`config.mk`:
```
export PLATFORM = sky130hd
export DESIGN_NAME = qwe_evaluator
export DESIGN_NICKNAME = d
export VERILOG_FILES = /design/src/qwe_pkg.sv /design/src/qwe_sticky.sv /design/src/qwe_evaluator.sv
export SDC_FILE = /design/constraint.sdc
export NUM_CORES = 1
export LEC_CHECK = 0
export BUFFER_PORTS_ARGS = -buffer_cell sky130_fd_sc_hd__buf_2
export CORE_MARGIN = 1
export CORE_UTILIZATION = 35
export CTS_CLUSTER_DIAMETER = 100
export DETAILED_ROUTE_END_ITERATION = 10
export PLACE_DENSITY = 0.66
export REMOVE_ABC_BUFFERS = 1
export SLEW_MARGIN = 15
export SYNTH_ARGS = -nofsm -noshare
export SYNTH_HDL_FRONTEND = slang
export SYNTH_SLANG_ARGS = --single-unit
export TNS_END_PERCENT = 10
```
`constraint.sdc`:
```
create_clock -name CLOCK -period 2.67 [get_ports CLOCK]
set_input_delay 0.267 -clock CLOCK [delete_from_list [all_inputs] [get_ports CLOCK]]
set_output_delay 0.267 -clock CLOCK [all_outputs]
set_load 0.005 [all_outputs]
```
`src/qwe_pkg.sv`:
```
// Shared constants and types of the Q&A watchdog cycle evaluator
package qwe_pkg;
	// ==========================================================
	// Register map (Avalon word addresses)
	localparam logic [2:0] ADDR_CTRL = 3'h0;
	localparam logic [2:0] ADDR_STATUS = 3'h1;
	localparam logic [2:0] ADDR_MASK = 3'h2;
	localparam logic [2:0] ADDR_STATE = 3'h3;
	// ==========================================================
	// Field positions
	localparam int CTRL_ENABLE_BIT = 0;
	localparam int EV_ANSWER_FAULT = 0;
	localparam int EV_WATCHDOG_FAULT = 1;
	localparam int EV_CYCLE_PASS = 2;
	localparam int NUM_EVENTS = 3;
	localparam int STATE_TALLY_LSB = 0;
	localparam int STATE_FAIL_LSB = 4;
	localparam int STATE_AFLAG_BIT = 8;
	localparam int STATE_WFLAG_BIT = 9;
	// ==========================================================
	// Reset values and counts
	localparam logic CTRL_ENABLE_RST = 1'b1;
	localparam logic [NUM_EVENTS-1:0] MASK_RST = 3'h0;
	localparam logic [2:0] TALLY_FULL = 3'h4;
	localparam logic [1:0] W1_EXPECTED = 2'h3;
	localparam logic [3:0] FAIL_MAX = 4'hF;
	localparam logic [3:0] FAIL_RST = 4'h0;
	// ==========================================================
	// Answer event bundle from the SPI answer checker
	typedef struct packed {
		logic valid;
		logic correct;
		logic in_window2;
		logic window2_end;
	} qwe_answer_t;
	// Per-cycle verdict bundle
	typedef struct packed {
		logic cycle_start;
		logic new_question;
		logic fail_inc;
		logic fail_dec;
	} qwe_verdict_t;
endpackage : qwe_pkg

```
`src/qwe_sticky.sv`:
```
// One sticky status bit, set by hardware, cleared by writing one
module qwe_sticky (
	input wire logic clk,
	input wire logic rst,
	input wire logic set,
	input wire logic clr,
	output logic q
);
	// Set wins over a clear in the same cycle
	always_ff @(posedge clk) begin
		if (rst) begin
			q <= 1'b0;
		end else if (set) begin
			q <= 1'b1;
		end else if (clr) begin
			q <= 1'b0;
		end
	end
endmodule : qwe_sticky

```
`src/qwe_evaluator.sv`:
```
// Q&A watchdog multi-answer cycle evaluator with Avalon-MM registers
module qwe_evaluator
	import qwe_pkg::*;
(
	input wire logic CLOCK,
	input wire logic SYS_RST,
	input wire qwe_answer_t ANSWER,
	output qwe_verdict_t VERDICT,
	output logic ANSWER_FAULT,
	output logic WATCHDOG_FAULT,
	output logic [3:0] FAIL_COUNT,
	output logic IRQ,
	input wire logic [2:0] AVS_ADDRESS,
	input wire logic AVS_READ,
	input wire logic AVS_WRITE,
	input wire logic [31:0] AVS_WRITEDATA,
	output logic [31:0] AVS_READDATA,
	output logic AVS_WAITREQUEST
);
	// ==========================================================
	// Cycle bookkeeping
	logic enable;
	logic [2:0] tally;
	logic [1:0] w1_count;
	logic w2_seen;
	logic wrong_seen;
	logic [2:0] next_tally;
	logic next_wrong;
	logic fourth;
	logic at_end;
	logic good_cycle;
	logic cycle_done;

	always_comb begin
		next_tally = tally;
		next_wrong = wrong_seen;
		if (ANSWER.valid) begin
			next_tally = tally + 3'h1;
			next_wrong = wrong_seen | ~ANSWER.correct;
		end
	end

	assign fourth = enable && ANSWER.valid && next_tally == TALLY_FULL;
	assign at_end = enable && ANSWER.window2_end && !fourth;
	// Correct only as three in window one, the last in window two, all right
	assign good_cycle = fourth && !next_wrong && w1_count == W1_EXPECTED
		&& !w2_seen && ANSWER.in_window2;
	assign cycle_done = fourth || at_end;

	always_ff @(posedge CLOCK) begin
		if (SYS_RST || !enable || cycle_done) begin
			tally <= 3'h0;
			w1_count <= 2'h0;
			w2_seen <= 1'b0;
			wrong_seen <= 1'b0;
		end else if (ANSWER.valid) begin
			tally <= next_tally;
			wrong_seen <= next_wrong;
			if (ANSWER.in_window2) begin
				w2_seen <= 1'b1;
			end else if (w1_count != W1_EXPECTED) begin
				w1_count <= w1_count + 2'h1;
			end else begin
				w2_seen <= 1'b1; // A fourth in window one spoils the split
			end
		end
	end

	// ==========================================================
	// Verdict, flags and failure counter
	always_ff @(posedge CLOCK) begin
		if (SYS_RST) begin
			VERDICT <= '0;
		end else begin
			VERDICT.cycle_start <= cycle_done;
			VERDICT.new_question <= good_cycle;
			VERDICT.fail_inc <= cycle_done && !good_cycle;
			VERDICT.fail_dec <= good_cycle;
		end
	end

	always_ff @(posedge CLOCK) begin
		if (SYS_RST) begin
			ANSWER_FAULT <= 1'b0;
			WATCHDOG_FAULT <= 1'b0;
		end else if (cycle_done) begin
			ANSWER_FAULT <= next_wrong && !good_cycle;
			WATCHDOG_FAULT <= !good_cycle;
		end
	end

	always_ff @(posedge CLOCK) begin
		if (SYS_RST) begin
			FAIL_COUNT <= FAIL_RST;
		end else if (cycle_done && !good_cycle && FAIL_COUNT != FAIL_MAX) begin
			FAIL_COUNT <= FAIL_COUNT + 4'h1;
		end else if (good_cycle && FAIL_COUNT != FAIL_RST) begin
			FAIL_COUNT <= FAIL_COUNT - 4'h1;
		end
	end

	// ==========================================================
	// Avalon-MM slave: one wait cycle, then a one-cycle acknowledge
	logic [NUM_EVENTS-1:0] status;
	logic [NUM_EVENTS-1:0] mask;
	logic [NUM_EVENTS-1:0] ev_set;
	logic take_write;
	logic status_clr;
	logic [31:0] next_readdata;

	assign take_write = AVS_WRITE && !AVS_WAITREQUEST;
	assign status_clr = take_write && AVS_ADDRESS == ADDR_STATUS;
	assign ev_set = {good_cycle, cycle_done && !good_cycle,
		cycle_done && next_wrong && !good_cycle};

	always_ff @(posedge CLOCK) begin
		if (SYS_RST) begin
			AVS_WAITREQUEST <= 1'b1;
		end else begin
			AVS_WAITREQUEST <= !((AVS_READ || AVS_WRITE) && AVS_WAITREQUEST);
		end
	end

	always_ff @(posedge CLOCK) begin
		if (SYS_RST) begin
			enable <= CTRL_ENABLE_RST;
			mask <= MASK_RST;
		end else if (take_write && AVS_ADDRESS == ADDR_CTRL) begin
			enable <= AVS_WRITEDATA[CTRL_ENABLE_BIT];
		end else if (take_write && AVS_ADDRESS == ADDR_MASK) begin
			mask <= AVS_WRITEDATA[NUM_EVENTS-1:0];
		end
	end

	genvar gi;
	generate
		for (gi = 0; gi < NUM_EVENTS; gi++) begin : g_status
			qwe_sticky u_bit (
				.clk(CLOCK),
				.rst(SYS_RST),
				.set(ev_set[gi]),
				.clr(status_clr && AVS_WRITEDATA[gi]),
				.q(status[gi])
			);
		end
	endgenerate

	always_comb begin
		next_readdata = 32'h0;
		unique case (AVS_ADDRESS)
			ADDR_CTRL: next_readdata[CTRL_ENABLE_BIT] = enable;
			ADDR_STATUS: next_readdata[NUM_EVENTS-1:0] = status;
			ADDR_MASK: next_readdata[NUM_EVENTS-1:0] = mask;
			ADDR_STATE: begin
				next_readdata[STATE_TALLY_LSB +: 3] = tally;
				next_readdata[STATE_FAIL_LSB +: 4] = FAIL_COUNT;
				next_readdata[STATE_AFLAG_BIT] = ANSWER_FAULT;
				next_readdata[STATE_WFLAG_BIT] = WATCHDOG_FAULT;
			end
			default: next_readdata = 32'h0;
		endcase
	end

	always_ff @(posedge CLOCK) begin
		if (SYS_RST) begin
			AVS_READDATA <= 32'h0;
		end else if (AVS_READ && AVS_WAITREQUEST) begin
			AVS_READDATA <= next_readdata;
		end
	end

	always_ff @(posedge CLOCK) begin
		if (SYS_RST) begin
			IRQ <= 1'b0;
		end else begin
			IRQ <= |(status & mask);
		end
	end

	// ==========================================================
	// Checks
	a_good_cycle_dec: assert property (@(posedge CLOCK) disable iff (SYS_RST)
		good_cycle |=> VERDICT.new_question && VERDICT.fail_dec && !WATCHDOG_FAULT
			&& !ANSWER_FAULT)
		else $error("correct sequence not rewarded");
	a_short_end_fail: assert property (@(posedge CLOCK) disable iff (SYS_RST)
		at_end |=> VERDICT.cycle_start && VERDICT.fail_inc && !VERDICT.new_question
			&& WATCHDOG_FAULT)
		else $error("short cycle not failed at window end");
	a_fourth_ends: assert property (@(posedge CLOCK) disable iff (SYS_RST)
		fourth && !good_cycle |=> VERDICT.cycle_start && VERDICT.fail_inc
			&& WATCHDOG_FAULT && tally == 3'h0)
		else $error("bad fourth answer not failed");
	a_answer_flag: assert property (@(posedge CLOCK) disable iff (SYS_RST)
		cycle_done && !good_cycle |=> ANSWER_FAULT == $past(next_wrong))
		else $error("answer fault flag wrong");
	a_tally_count: assert property (@(posedge CLOCK) disable iff (SYS_RST)
		enable && ANSWER.valid && !cycle_done |=> tally == $past(tally) + 3'h1)
		else $error("tally did not count");
	a_w1_four_fail: assert property (@(posedge CLOCK) disable iff (SYS_RST)
		fourth && !ANSWER.in_window2 && !w2_seen |=> !VERDICT.new_question
			&& WATCHDOG_FAULT)
		else $error("four in window one accepted");
	a_irq_level: assert property (@(posedge CLOCK) disable iff (SYS_RST)
		|(status & mask) |=> IRQ)
		else $error("interrupt missing");
	a_bus_ack: assert property (@(posedge CLOCK) disable iff (SYS_RST)
		(AVS_READ || AVS_WRITE) && AVS_WAITREQUEST |=> !AVS_WAITREQUEST ##1 AVS_WAITREQUEST)
		else $error("bus acknowledge timing");
	c_good: cover property (@(posedge CLOCK) disable iff (SYS_RST) good_cycle);
	c_short: cover property (@(posedge CLOCK) disable iff (SYS_RST) at_end && tally != 3'h0);
	c_bad4: cover property (@(posedge CLOCK) disable iff (SYS_RST) fourth && !good_cycle);
	c_irq: cover property (@(posedge CLOCK) disable iff (SYS_RST) IRQ);
endmodule : qwe_evaluator

```
==> results.cfg <==
[place]
gp_congestion = 0.871
place_hpwl_mm = 2.51
port_buffers = 34

[synthesis]
synth_edf_count = 0
netlist-cell-type-count = 42
syn_inst = 184
yosys.area_share.simple_pct = 18.1
synth_top_family_by_area = simple AND/OR/NAND/NOR gates
async_flop_share_pct = 0
yosysMostFrequentCell = dfxtp_1
synth.top_cells.by_count = 34 x dfxtp_1, 31 x nor2_1, 24 x buf_4, 12 x nand2_1, 10 x a22oi_1
synth_compound_area_share_pct = 13.6
muxShareOfSynthArea_pct = 8.36
avgSynthCellArea_sq_um = 9.43
netlist_area_sq_um = 1740
synth.area.top_cells = dfxtp_1 39%, buf_4 10%, nor2_1 6.7%, a22oi_1 4.3%, mux2i_1 4.0%
yosys_warnings = 0
ys_seq_area_share_pct = 39.2
synth_xor_area_share_pct = 2.52
synth_top_area_share_pct = 39.2
synthAdderAreaFrac_pct = 4.04
synth-seq-cells = 34
yosysTopAreaCell = dfxtp_1
synthFlopType = dfxtp_1

[cells_and_area]
drive_above_1_share_pct = 27.6
syn2layout_area_growth_pct = 15.1
num_antenna_cells = 0
nNetsFinal = 272

[power]
finalPower_mw = 1.10
power_density_nw_per_um2 = 550
irDropWorstVdd_mv = 0.371
leakage_nw = 0.966

[cts]
htreeDepth = 2
cts-root-buf = clkbuf_8
numCtsBuffers = 5
tritoncts = yes
clock-sinks = 34
postCtsHoldBufs = 0
clock_latency_ns = 0.28
clk_pin_slew_ns = 0.07
cts_buffer_depth = 2

[worst_setup_path]
arrival_ns = 2.69
critPathLaunchType = register
crit_path_end_kind = register
worstSetupPathType = register to register
startpoint = tally[1]
cp.required_ns = 2.85
r2r_start = tally[1]
cp_max_fo = 3

[timing]
layout_min_cycle_time_ns = 2.51
maxSlewViolCount = 0
setup_violations = 0
tns_ns = 0
fin_crit_sh_pct = 94.2
max_freq_mhz = 398
final.setup_skew_ns = 0.00585
finalHoldViolCount = 0

[drt]
via_count = 1317
drtIter0Drc = 59
wl_mm = 3.26
wl_per_cell_um = 11.1
vias_per_cell = 4.51
drt_first_pass_iters = 4
ant_nets = 0
route.detailed.drc = 0

[floorplan]
fp-row-count = 25
ios = 87
start_util_pct = 36.5
core-area_sq_um = 4750
die_height_um = 72.4
die_area_sq_um = 5240
die_w_um = 72.4

[grt]
grt_overflow = 0
grt_pass1_wl_mm = 5.43
grtUsageTotal_pct = 13.5
grt_start_max_net_pins = 16
antenna_found_initial = 0
grt_pass1_vias = 1158

[status]
status = finished, final reports clean

[hold_path]
worstHoldStart = AVS_WRITE
hold_class = input port to register

[job]
cap_violations = 0
[sequential cells by signal (all words and copies together), names as in the netlist]
register          cells
w2_seen               1
g_status.u_bit.q      3
w1_count              2
AVS_READDATA          9
IRQ                   1
tally                 3
FAIL_COUNT            4
VERDICT               3
wrong_seen            1
mask                  3
ANSWER_FAULT          1
WATCHDOG_FAULT        1
AVS_WAITREQUEST       1
enable                1
[worst max-delay path, cell delays in order, from the launching register on]
cell	delay, ns
dfxtp_2	0.33
ha_1	0.32
and4b_1	0.25
a22oi_1	0.09
a31oi_2	0.19
nand2_1	0.10
ha_1	0.28
a21o_1	0.17
a21o_1	0.18
o22a_1	0.21
mux2_4	0.29
[placed cells by master, fill, tap and decap left out, types with 2 or more instances in the layout]
cell type,instances
a21o_1,2
a21oi_1,5
a22o_1,2
a22oi_1,10
and4b_1,2
buf_2,34
buf_4,8
clkbuf_8,6
conb_1,23
dfxtp_1,33
ha_1,4
inv_1,3
mux2_2,2
mux2_4,2
mux2i_1,7
nand2_1,12
nand3_1,7
nor2_1,31
nor2b_1,3
nor3b_1,2
xnor2_1,2
xor2_1,3
[logic make-up after synthesis]
| kind of cell | Yosys count |
|---|---|
| simple gates | 64 |
| compound gates | 29 |
| other cells | 1 |
| buf+inv | 34 |
| fa+ha+maj | 5 |
| xor+xnor | 5 |
| mux | 12 |
| flops | 34 |
[layout make-up]
cell class	count	area (sq um)
inverter	3	11.3
fill	490	2760
clock inverter	2	12.5
timing repair buffer	42	230
sequential	34	682
tap	67	83.8
clock buffer	6	82.6
multi-input combinational	138	895
[per-layer routing]
layer  vias up  wire length, um  track usage (%)
li1        675                -                -
met5         -                0                0
met2        45             1450             20.6
met4         0                8             3.92
met3         2              189             5.42
met1       595             1610             17.6
[power by group]
part | switching, mW | leakage (nW) | total [mW] | internal [mW]
Sequential | 0.0242 | 0.278 | 0.552 | 0.528
Clock | 0.187 | 0.0472 | 0.394 | 0.207
Combinational | 0.0806 | 0.642 | 0.152 | 0.0712
Total | 0.291 | 0.966 | 1.10 | 0.806
[path summary, 6_finish.rpt]
| kind | cells past startpoint | endpoint | slack, ns |
|---|---|---|---|
| worst max-delay path | 10 | FAIL_COUNT[3] | 0.16 |
| worst min-delay path | 2 | AVS_WAITREQUEST | 0.19 |
| worst max register to register | 10 | FAIL_COUNT[3] | 0.16 |
| worst min register to register | 1 | AVS_WAITREQUEST | 0.45 |
[through the flow]
| stage | worst slack, ns | area [sq um] | hold slack [ns] | util (%) | cells |
|---|---|---|---|---|---|
| 6_report | 0.155 | 2000 | 0.192 | 42.0 | 292 |
| 5_1_grt | -0.00838 | 2000 | 0.183 | 42.0 | 292 |
| 4_1_cts | 0.124 | 1990 | 0.185 | 41.8 | 291 |
| 3_5_place_dp | 0.128 | 1890 | 0.444 | 39.8 | 283 |
| 3_3_place_gp | 0.176 | 1890 | 0.433 | 39.8 | 283 |
| 2_1_floorplan | 0.0509 | 1590 | 0.336 | - | 175 |
[timing repair]
item,CTS,global route
setup endpoints to repair,0,1
resized for setup,0,1
buffers inserted,0,1
(Power assumes the default switching activity.)
